==> config.mk <==
export PLATFORM = sky130hd
export DESIGN_NAME = watchdog_with_reset_flags
export DESIGN_NICKNAME = d
export VERILOG_FILES = /design/src/wdt_pkg.sv /design/src/pin_sync.sv /design/src/tick_qualifier.sv /design/src/watchdog_with_reset_flags.sv
export SDC_FILE = /design/constraint.sdc
export NUM_CORES = 1
export LEC_CHECK = 0
export ABC_AREA = 1
export BUFFER_PORTS_ARGS = -buffer_cell sky130_fd_sc_hd__buf_2
export CAP_MARGIN = 20
export CORE_MARGIN = 5
export CORE_UTILIZATION = 52
export DETAILED_ROUTE_END_ITERATION = 7
export PLACE_DENSITY_LB_ADDON = 0.25
export SLEW_MARGIN = 20
export SYNTH_ARGS = -nofsm -noshare
export SYNTH_HDL_FRONTEND = slang
export SYNTH_HIERARCHICAL = 1
export SYNTH_SLANG_ARGS = --single-unit
==> constraint.sdc <==
create_clock -name ref_clk -period 2.05 [get_ports ref_clk]
set_clock_uncertainty 0.05 [all_clocks]
set_input_delay 0.1025 -clock ref_clk [delete_from_list [all_inputs] [get_ports ref_clk]]
set_output_delay 0.1025 -clock ref_clk [all_outputs]
set_load 0.005 [all_outputs]
==> src/wdt_pkg.sv <==
// Constants shared by the watchdog and reset-flag block
package wdt_pkg;

    // ------------------------------------------------------------
    // Clock and timing
    // ------------------------------------------------------------
    localparam int CLK_PERIOD_PS  = 10000;
    localparam int RSTD_TIME_NS   = 1000;
    localparam int RSTD_CYCLES    = (RSTD_TIME_NS * 1000) / CLK_PERIOD_PS;
    localparam int LVR_TIME_NS    = 120000;
    localparam int LVR_CYCLES     = (LVR_TIME_NS * 1000 + CLK_PERIOD_PS - 1) / CLK_PERIOD_PS;
    localparam int KEY_DEBOUNCE   = 2;
    localparam int SYSDIV         = 4;

    // ------------------------------------------------------------
    // Register offsets (byte addresses)
    // ------------------------------------------------------------
    localparam logic [7:0] OFS_WDCTRL = 8'h00;
    localparam logic [7:0] OFS_SMOD   = 8'h04;
    localparam logic [7:0] OFS_STATUS = 8'h08;
    localparam logic [7:0] OFS_IRQST  = 8'h0C;
    localparam logic [7:0] OFS_IRQMSK = 8'h10;

    // ------------------------------------------------------------
    // Field layout and reset values
    // ------------------------------------------------------------
    localparam int KEY_HI = 7;
    localparam int KEY_LO = 3;
    localparam int SEL_HI = 2;
    localparam int SEL_LO = 0;
    localparam logic [4:0] KEY_DISABLE   = 5'h15;
    localparam logic [4:0] KEY_ENABLE    = 5'h0A;
    localparam logic [7:0] WDCTRL_POR    = 8'h53;
    localparam int SMOD_KEYFAULT  = 0;
    localparam int SMOD_LEVELCODE = 1;
    localparam int SMOD_DROOP     = 2;
    localparam int SMOD_IDLEKEEP  = 7;
    localparam int ST_EXPIRY      = 0;
    localparam int ST_POWERDOWN   = 1;

    // Interrupt event bits
    localparam int EV_EXPIRY   = 0;
    localparam int EV_KEYFAULT = 1;
    localparam int EV_DROOP    = 2;
    localparam int EV_EXTPIN   = 3;
    localparam int EV_N        = 4;

    localparam int CNT_W = 18;

endpackage

==> src/pin_sync.sv <==
// Three-stage input synchroniser with agreement filter
`timescale 1ns/1ps
module pin_sync
(
    // Clock and reset
    input  wire logic ref_clk,
    input  wire logic arst_n,
    // Pin and filtered level
    input  wire logic pinIn,
    output logic      levelOut
);
    logic stage1_reg;
    logic stage2_reg;
    logic stage3_reg;

    // ------------------------------------------------------------
    // Stages
    // ------------------------------------------------------------
    always_ff @(posedge ref_clk or negedge arst_n)
    begin
        if (!arst_n)
        begin
            stage1_reg <= 1'b0;
            stage2_reg <= 1'b0;
            stage3_reg <= 1'b0;
            levelOut   <= 1'b0;
        end
        else
        begin
            stage1_reg <= pinIn;
            stage2_reg <= stage1_reg;
            stage3_reg <= stage2_reg;
            // A change counts only once two late stages agree
            if (stage2_reg == stage3_reg)
                levelOut <= stage3_reg;
        end
    end
endmodule

==> src/tick_qualifier.sv <==
// Counts qualifying ticks while a condition holds and fires once at the limit
`timescale 1ns/1ps
module tick_qualifier
#(
    parameter int LIMIT = 2,
    parameter int CW    = 16
)
(
    // Clock and reset
    input  wire logic ref_clk,
    input  wire logic arst_n,
    // Condition, tick and result
    input  wire logic cond,
    input  wire logic tick,
    output logic      fire
);
    localparam logic [CW-1:0] LIM = CW'(LIMIT);
    logic [CW-1:0] count_reg;

    // ------------------------------------------------------------
    // Counter
    // ------------------------------------------------------------
    always_ff @(posedge ref_clk or negedge arst_n)
    begin
        if (!arst_n)
        begin
            count_reg <= '0;
            fire      <= 1'b0;
        end
        else
        begin
            fire <= 1'b0;
            if (!cond)
                count_reg <= '0;
            else if (tick && count_reg != LIM)
            begin
                count_reg <= count_reg + 1'b1;
                // Saturates, so a held condition fires only once
                fire      <= (count_reg + 1'b1) == LIM;
            end
        end
    end
endmodule

==> src/watchdog_with_reset_flags.sv <==
// Watchdog timer with reset sources, reset-cause flags and Wishbone registers
//
// Local design decisions: the register offsets and the Wishbone interface to the registers.
`timescale 1ns/1ps
module watchdog_with_reset_flags
#(
    parameter int DROOP_CYCLES = wdt_pkg::LVR_CYCLES
)
(
    // Clock and reset
    input  wire logic        ref_clk,
    input  wire logic        arst_n,
    // Wishbone slave
    input  wire logic        wb_cyc_i,
    input  wire logic        wb_stb_i,
    input  wire logic        wb_we_i,
    input  wire logic [7:0]  wb_adr_i,
    input  wire logic [3:0]  wb_sel_i,
    input  wire logic [31:0] wb_dat_i,
    output logic      [31:0] wb_dat_o,
    output logic             wb_ack_o,
    // Core events
    input  wire logic        clearDogInstr,
    input  wire logic        haltInstr,
    input  wire logic        sleepMode,
    // Configuration straps and pins
    input  wire logic        optAlwaysOn,
    input  wire logic        optClkSub,
    input  wire logic        subClkPin,
    input  wire logic        lowSpeedOscPin,
    input  wire logic        externalResetPin_n,
    input  wire logic        supplyLowPin,
    // Reset and status outputs
    output logic             coreReset,
    output logic             pcSpClear,
    output logic             portPresetHigh,
    output logic             idleSysclkKeep,
    output logic             irq
);
    import wdt_pkg::*;

    localparam int RW = $clog2(RSTD_CYCLES + 1);
    localparam logic [RW-1:0] RSTD_LOAD = RW'(RSTD_CYCLES);

    // ------------------------------------------------------------
    // Period decode
    // ------------------------------------------------------------
    function automatic logic [CNT_W-1:0] periodLast(input logic [2:0] sel);
        logic [4:0] shift;
        shift = 5'h00;
        unique case (sel)
            3'h0: shift = 5'h08;
            3'h1: shift = 5'h0A;
            3'h2: shift = 5'h0C;
            3'h3: shift = 5'h0E;
            3'h4: shift = 5'h0F;
            3'h5: shift = 5'h10;
            3'h6: shift = 5'h11;
            3'h7: shift = 5'h12;
        endcase
        periodLast = CNT_W'(({1'b0, {CNT_W{1'b1}}} >> (5'h12 - shift)));
    endfunction

    function automatic logic keyValid(input logic [4:0] key);
        keyValid = (key == KEY_ENABLE) || (key == KEY_DISABLE);
    endfunction

    // ------------------------------------------------------------
    // Declarations
    // ------------------------------------------------------------
    logic [7:0]       wdCtrl_reg;
    logic             keyFault_reg;
    logic             droop_reg;
    logic             idleKeep_reg;
    logic             expiry_reg;
    logic             powerdown_reg;
    logic [EV_N-1:0]  irqSt_reg;
    logic [EV_N-1:0]  irqMsk_reg;
    logic [CNT_W-1:0] count_reg;
    logic [1:0]       div_reg;
    logic [RW-1:0]    hold_reg;
    logic             strapDone_reg;
    logic             alwaysOn_reg;
    logic             clkSub_reg;
    logic             subPrev_reg;
    logic             oscPrev_reg;
    logic             extPrev_reg;
    logic             subLvl;
    logic             oscLvl;
    logic             extLvl;
    logic             lowLvl;
    logic             wdTick;
    logic             oscTick;
    logic             dogOn;
    logic             overflow;
    logic             keyFire;
    logic             droopFire;
    logic             extFall;
    logic             fullReset;
    logic             wrStb;
    logic [EV_N-1:0]  events;

    // ------------------------------------------------------------
    // Pin synchronisers and qualifiers
    // ------------------------------------------------------------
    pin_sync uSubSync (
        .ref_clk  (ref_clk),
        .arst_n   (arst_n),
        .pinIn    (subClkPin),
        .levelOut (subLvl)
    );
    pin_sync uOscSync (
        .ref_clk  (ref_clk),
        .arst_n   (arst_n),
        .pinIn    (lowSpeedOscPin),
        .levelOut (oscLvl)
    );
    pin_sync uExtSync (
        .ref_clk  (ref_clk),
        .arst_n   (arst_n),
        .pinIn    (externalResetPin_n),
        .levelOut (extLvl)
    );
    pin_sync uLowSync (
        .ref_clk  (ref_clk),
        .arst_n   (arst_n),
        .pinIn    (supplyLowPin),
        .levelOut (lowLvl)
    );

    // The third slow-clock rise after a fault lands two to three periods later
    tick_qualifier #(.LIMIT(KEY_DEBOUNCE + 1), .CW(2)) uKeyDebounce (
        .ref_clk (ref_clk),
        .arst_n  (arst_n),
        .cond    (!keyValid(wdCtrl_reg[KEY_HI:KEY_LO])),
        .tick    (oscTick),
        .fire    (keyFire)
    );

    tick_qualifier #(.LIMIT(DROOP_CYCLES), .CW(24)) uDroopQual (
        .ref_clk (ref_clk),
        .arst_n  (arst_n),
        .cond    (lowLvl),
        .tick    (1'b1),
        .fire    (droopFire)
    );

    // ------------------------------------------------------------
    // Edge detection and straps
    // ------------------------------------------------------------
    always_ff @(posedge ref_clk or negedge arst_n)
    begin
        if (!arst_n)
        begin
            subPrev_reg <= 1'b0;
            oscPrev_reg <= 1'b0;
            // Sync output resets low; a high here would fake a pin fall
            extPrev_reg <= 1'b0;
        end
        else
        begin
            subPrev_reg <= subLvl;
            oscPrev_reg <= oscLvl;
            extPrev_reg <= extLvl;
        end
    end

    assign oscTick = oscLvl && !oscPrev_reg;
    assign extFall = !extLvl && extPrev_reg;

    // Options are static; caught once just after reset release
    always_ff @(posedge ref_clk or negedge arst_n)
    begin
        if (!arst_n)
        begin
            strapDone_reg <= 1'b0;
            alwaysOn_reg  <= 1'b0;
            clkSub_reg    <= 1'b0;
        end
        else if (!strapDone_reg)
        begin
            strapDone_reg <= 1'b1;
            alwaysOn_reg  <= optAlwaysOn;
            clkSub_reg    <= optClkSub;
        end
    end

    // ------------------------------------------------------------
    // Watchdog clock
    // ------------------------------------------------------------
    always_ff @(posedge ref_clk or negedge arst_n)
    begin
        if (!arst_n)
            div_reg <= 2'h0;
        else
            div_reg <= div_reg + 2'h1;
    end

    assign wdTick = clkSub_reg ? (subLvl && !subPrev_reg)
                               : (div_reg == 2'(SYSDIV - 1));

    assign dogOn = alwaysOn_reg
                || (wdCtrl_reg[KEY_HI:KEY_LO] != KEY_DISABLE);

    // ------------------------------------------------------------
    // Counter
    // ------------------------------------------------------------
    assign overflow = dogOn && wdTick
                   && (count_reg == periodLast(wdCtrl_reg[SEL_HI:SEL_LO]));

    always_ff @(posedge ref_clk or negedge arst_n)
    begin
        if (!arst_n)
            count_reg <= '0;
        else if (clearDogInstr)
            count_reg <= '0;
        else if (haltInstr)
            count_reg <= '0;
        else if (coreReset || keyFire || overflow)
            count_reg <= '0;
        else if (dogOn && wdTick)
            count_reg <= count_reg + 1'b1;
    end

    // ------------------------------------------------------------
    // Reset generation
    // ------------------------------------------------------------
    assign fullReset = keyFire || droopFire || (overflow && !sleepMode);

    // Pin low holds the core; the delay reloads until the pin returns high
    always_ff @(posedge ref_clk or negedge arst_n)
    begin
        if (!arst_n)
        begin
            hold_reg  <= RSTD_LOAD;
            coreReset <= 1'b1;
        end
        else if (!extLvl || fullReset)
        begin
            hold_reg  <= RSTD_LOAD;
            coreReset <= 1'b1;
        end
        else if (hold_reg != '0)
        begin
            hold_reg  <= hold_reg - 1'b1;
            coreReset <= 1'b1;
        end
        else
            coreReset <= 1'b0;
    end

    // Only the sleeping core sees the partial clear
    always_ff @(posedge ref_clk or negedge arst_n)
    begin
        if (!arst_n)
            pcSpClear <= 1'b0;
        else
            pcSpClear <= overflow && sleepMode;
    end

    // Ports stay preset high until the first power-on hold ends
    always_ff @(posedge ref_clk or negedge arst_n)
    begin
        if (!arst_n)
            portPresetHigh <= 1'b1;
        else if (!coreReset)
            portPresetHigh <= 1'b0;
    end

    // ------------------------------------------------------------
    // Bus
    // ------------------------------------------------------------
    assign wrStb = wb_cyc_i && wb_stb_i && wb_we_i && !wb_ack_o && wb_sel_i[0];

    always_ff @(posedge ref_clk or negedge arst_n)
    begin
        if (!arst_n)
            wb_ack_o <= 1'b0;
        else
            wb_ack_o <= wb_cyc_i && wb_stb_i && !wb_ack_o;
    end

    always_ff @(posedge ref_clk or negedge arst_n)
    begin
        if (!arst_n)
            wb_dat_o <= 32'h0000_0000;
        else if (wb_cyc_i && wb_stb_i && !wb_ack_o)
        begin
            unique case (wb_adr_i)
                OFS_WDCTRL: wb_dat_o <= {24'h000000, wdCtrl_reg};
                OFS_SMOD:   wb_dat_o <= {24'h000000, idleKeep_reg, 4'h0,
                                         droop_reg, 1'b0, keyFault_reg};
                OFS_STATUS: wb_dat_o <= {30'h0000_0000, powerdown_reg, expiry_reg};
                OFS_IRQST:  wb_dat_o <= {28'h000_0000, irqSt_reg};
                OFS_IRQMSK: wb_dat_o <= {28'h000_0000, irqMsk_reg};
                default:    wb_dat_o <= 32'h0000_0000;
            endcase
        end
    end

    // ------------------------------------------------------------
    // Control register
    // ------------------------------------------------------------
    // A key fault restores the power-on value, ending the fault
    always_ff @(posedge ref_clk or negedge arst_n)
    begin
        if (!arst_n)
            wdCtrl_reg <= WDCTRL_POR;
        else if (keyFire)
            wdCtrl_reg <= WDCTRL_POR;
        else if (wrStb && wb_adr_i == OFS_WDCTRL)
            wdCtrl_reg <= wb_dat_i[7:0];
    end

    // ------------------------------------------------------------
    // Mode register and reset-cause flags
    // ------------------------------------------------------------
    always_ff @(posedge ref_clk or negedge arst_n)
    begin
        if (!arst_n)
        begin
            keyFault_reg <= 1'b0;
            droop_reg    <= 1'b0;
            idleKeep_reg <= 1'b0;
        end
        else
        begin
            if (keyFire)
                keyFault_reg <= 1'b1;
            else if (wrStb && wb_adr_i == OFS_SMOD && !wb_dat_i[SMOD_KEYFAULT])
                keyFault_reg <= 1'b0;
            if (droopFire)
                droop_reg <= 1'b1;
            else if (wrStb && wb_adr_i == OFS_SMOD && !wb_dat_i[SMOD_DROOP])
                droop_reg <= 1'b0;
            if (wrStb && wb_adr_i == OFS_SMOD)
                idleKeep_reg <= wb_dat_i[SMOD_IDLEKEEP];
        end
    end

    always_ff @(posedge ref_clk or negedge arst_n)
    begin
        if (!arst_n)
            idleSysclkKeep <= 1'b0;
        else
            idleSysclkKeep <= idleKeep_reg;
    end

    // ------------------------------------------------------------
    // Status flags
    // ------------------------------------------------------------
    always_ff @(posedge ref_clk or negedge arst_n)
    begin
        if (!arst_n)
        begin
            expiry_reg    <= 1'b0;
            powerdown_reg <= 1'b0;
        end
        else
        begin
            if (overflow)
                expiry_reg <= 1'b1;
            else if (clearDogInstr || haltInstr)
                expiry_reg <= 1'b0;
            if (haltInstr)
                powerdown_reg <= 1'b1;
            else if (clearDogInstr)
                powerdown_reg <= 1'b0;
        end
    end

    // ------------------------------------------------------------
    // Interrupts
    // ------------------------------------------------------------
    always_comb
    begin
        events              = '0;
        events[EV_EXPIRY]   = overflow;
        events[EV_KEYFAULT] = keyFire;
        events[EV_DROOP]    = droopFire;
        events[EV_EXTPIN]   = extFall;
    end

    // Set wins over a same-cycle write-one clear
    genvar gi;
    generate
        for (gi = 0; gi < EV_N; gi++)
        begin : gEv
            always_ff @(posedge ref_clk or negedge arst_n)
            begin
                if (!arst_n)
                    irqSt_reg[gi] <= 1'b0;
                else if (events[gi])
                    irqSt_reg[gi] <= 1'b1;
                else if (wrStb && wb_adr_i == OFS_IRQST && wb_dat_i[gi])
                    irqSt_reg[gi] <= 1'b0;
            end
        end
    endgenerate

    always_ff @(posedge ref_clk or negedge arst_n)
    begin
        if (!arst_n)
            irqMsk_reg <= '0;
        else if (wrStb && wb_adr_i == OFS_IRQMSK)
            irqMsk_reg <= wb_dat_i[EV_N-1:0];
    end

    always_ff @(posedge ref_clk or negedge arst_n)
    begin
        if (!arst_n)
            irq <= 1'b0;
        else
            irq <= |(irqSt_reg & irqMsk_reg);
    end

endmodule

==> flow_metrics.py <==
metrics = {
    "clock_network": {
        "clock_sinks": 112,
        "clk_pin_slew_ns": 0.08,
        "cts_tree": "built",
        "clk_latency_ns": 0.36,
        "cts_max_path_buffers": 2,
        "cts_htree_levels": 3,
        "cts_root_buffer": "clkbuf_16",
        "cts_buffers": 9,
    },
    "power_and_ir_drop": {
        "ir_drop_mv": 0.436,
        "p_leak_nw": 3.38,
        "total_power_mw": 4.54,
        "p_per_area_nw_per_um2": 635,
    },
    "placed_design": {
        "pre_cts_slack_ns": -0.0283,
        "gp_congestion": 0.926,
        "place_area_um2": 6610,
        "dpl.hpwl_mm": 9.91,
        "numPlacedInstances": 977,
        "portBuffers": 44,
    },
    "sta": {
        "hold_slack_ns": 0.0561,
        "tns_ns": 0,
        "finalMaxSlewViolations": 0,
        "period_minus_slack_ns": 1.97,
        "finalSetupViolations": 0,
        "fin_crit_sh_pct": 95.9,
        "slew_headroom_pct": 61.2,
        "fin_ws_ns": 0.0846,
        "worst_pin_slew_ns": 0.581,
        "clock.fmax_mhz": 509,
        "hold_viol": 0,
    },
    "layout": {
        "antenna_cells": 0,
        "largest_register_ffs": 24,
        "layout-drive-gt1-share_pct": 17.5,
        "syn2layout_area_growth_pct": 16.0,
        "final_area_um2": 7160,
        "fillers": 1014,
        "nets": 931,
        "instances_no_fill": 1011,
        "fin_util_pct": 62.2,
    },
    "critical_path": {
        "worst_ep_required_time_ns": 2.24,
        "end_kind": "register",
        "critical_path_class": "register to register",
        "critPathLaunchType": "register",
        "crit_fanout": 7,
        "crit_arrival_ns": 2.16,
    },
    "run": {
        "max-cap-violations": 0,
    },
    "floorplan": {
        "die_w_um": 119,
        "num_rows": 39,
        "start_util_pct": 53.6,
        "fp.dieH_um": 119,
        "io-pin-count": 96,
        "dieArea_um2": 14200,
        "coreArea_um2": 11500,
    },
    "synth": {
        "netlist_instances": 775,
        "syn_area_per_cell_um2": 7.97,
        "synth.distinct_cells": 44,
        "seq_area_frac_synth_pct": 45.6,
        "yosys.area.top_type_share_pct": 41.8,
        "synth.area.top_cells": "dfrtp_1 (42%), nand2_1 (12%), inv_1 (6.0%), nor2_1 (5.2%), nand3_1 (4.8%)",
        "synth-edff-count": 0,
        "synth_top_area_cell": "dfrtp_1",
        "synth_warnings": 6,
        "synth_ff_type": "dfrtp_1",
        "syn_area_um2": 6170,
        "synth-seq-cells": 112,
        "synth-async-reset-ratio_pct": 100,
    },
    "outcome": {
        "status": "finished clean",
    },
    "global_routing": {
        "grt_max_degree": 113,
        "overflow": 0,
        "track_usage_pct": 19.8,
        "grt_pass1_vias": 5087,
        "antenna_found_initial": 0,
        "grt_first_pass_wirelength_mm": 23.3,
    },
    "route": {
        "ant_nets": 0,
        "wl_per_cell_um": 13.3,
        "num_vias": 5207,
        "wl_mm": 13.5,
        "initialDrtViolationCount": 313,
        "firstDrtPassIters": 8,
        "routed_via_density": 5.15,
        "drc": 0,
    },
    "min_path": {
        "holdCritPathClass": "primary input to register",
    },
}
==> final timing paths <==
kind | from | depth (start not counted) | endpoint | slack [ns]
min in group asynchronous | arst_n | 3 | wb_dat_o[4] | 0.32
hold / removal | haltInstr | 4 | count_reg[8] | 0.06
hold reg to reg | uLowSync/stage1_reg | 0 | uLowSync/stage2_reg | 0.30
setup reg to reg | wdCtrl_reg[0] | 14 | count_reg[5] | 0.08
max in group asynchronous | arst_n | 3 | count_reg[14] | 1.19
setup / recovery | wdCtrl_reg[0] | 14 | count_reg[5] | 0.08
==> routing by layer <==
metal / up-vias / GRT usage, % / part of all wire, %
met5: - / 0 / 0
met4: 0 / 7.31 / 2.3
met3: 31 / 5.17 / 5.8
met2: 149 / 33.6 / 50
met1: 2431 / 24.6 / 42
li1: 2596 / - / -
==> synth_stat cells (10+ instances only) <==
| master | count |
|---|---|
| nand4_1 | 12 |
| nor2_1 | 85 |
| dfrtp_1 | 103 |
| nand2_2 | 10 |
| inv_1 | 98 |
| o21ai_0 | 31 |
| o21ai_1 | 13 |
| nand3_1 | 59 |
| nor3_1 | 12 |
| o22ai_1 | 15 |
| nor2_4 | 20 |
| xor2_1 | 10 |
| nand2_1 | 193 |
| a21oi_1 | 14 |
| buf_4 | 24 |
==> report_power, final <==
part | switching [mW] | internal [mW] | total (mW)
Sequential | 0.0440 | 2.28 | 2.32
Clock | 0.799 | 1.07 | 1.87
Combinational | 0.213 | 0.137 | 0.350
==> cell usage in the layout, fill, tap and decap left out, drive strengths merged, types with 14 or more instances in the layout <==
cell type	synthesis	layout
o21ai	44	44
a21oi	14	14
conb	2	29
buf	31	65
nand2	207	207
nor2	112	112
o22ai	15	15
nand3	65	65
inv	104	106
dlygate4sd3	0	18
dfrtp	103	103
==> area by class of cell <==
class                           instances  area [um2]  share of cell area [%]
Tap cell                              143         179                    2.50
Multi-Input combinational cell        554        2870                    40.0
Clock inverter                          6        90.1                    1.26
Timing Repair Buffer                   83         589                    8.23
Clock buffer                            9         225                    3.15
Inverter                              104         395                    5.52
Sequential cell                       112        2810                    39.3
==> logic make-up after synthesis <==
group	count (synthesis)	synth area share, %
multiplexers	1	0.182
buffers and inverters	136	10.4
XOR/XNOR	14	1.99
flip-flops	112	45.6
adder cells (fa/ha/maj)	9	1.82
AO/OA/AOI/OAI	85	7.72
other	2	0.122
AND/OR/NAND/NOR	416	32.2
==> timing repair <==
action | 4_1_cts | 5_1_grt
hold buffers | 18 | 0
endpoints found under the hold margin | 120 | 0
pin swaps | 2 | 6
setup buffers | 0 | 1
gates cloned | 0 | 0
endpoints found under the setup margin | 12 | 18
resized for setup | 3 | 8
==> worst max-delay path: stages, from the launching register on <==
cell and delay [ns]:
dfstp_2 0.53, inv_1 0.07, ha_4 0.30, nor2_4 0.04, nand2_4 0.07, nand2_1 0.06
nand2_1 0.07, nand2_2 0.07, nor2_4 0.11, nand3_4 0.08, nand2_4 0.08, nor2_4 0.05
inv_4 0.08, buf_12 0.15, nor2_4 0.04
Note: power is estimated with default switching activity, not from simulation.
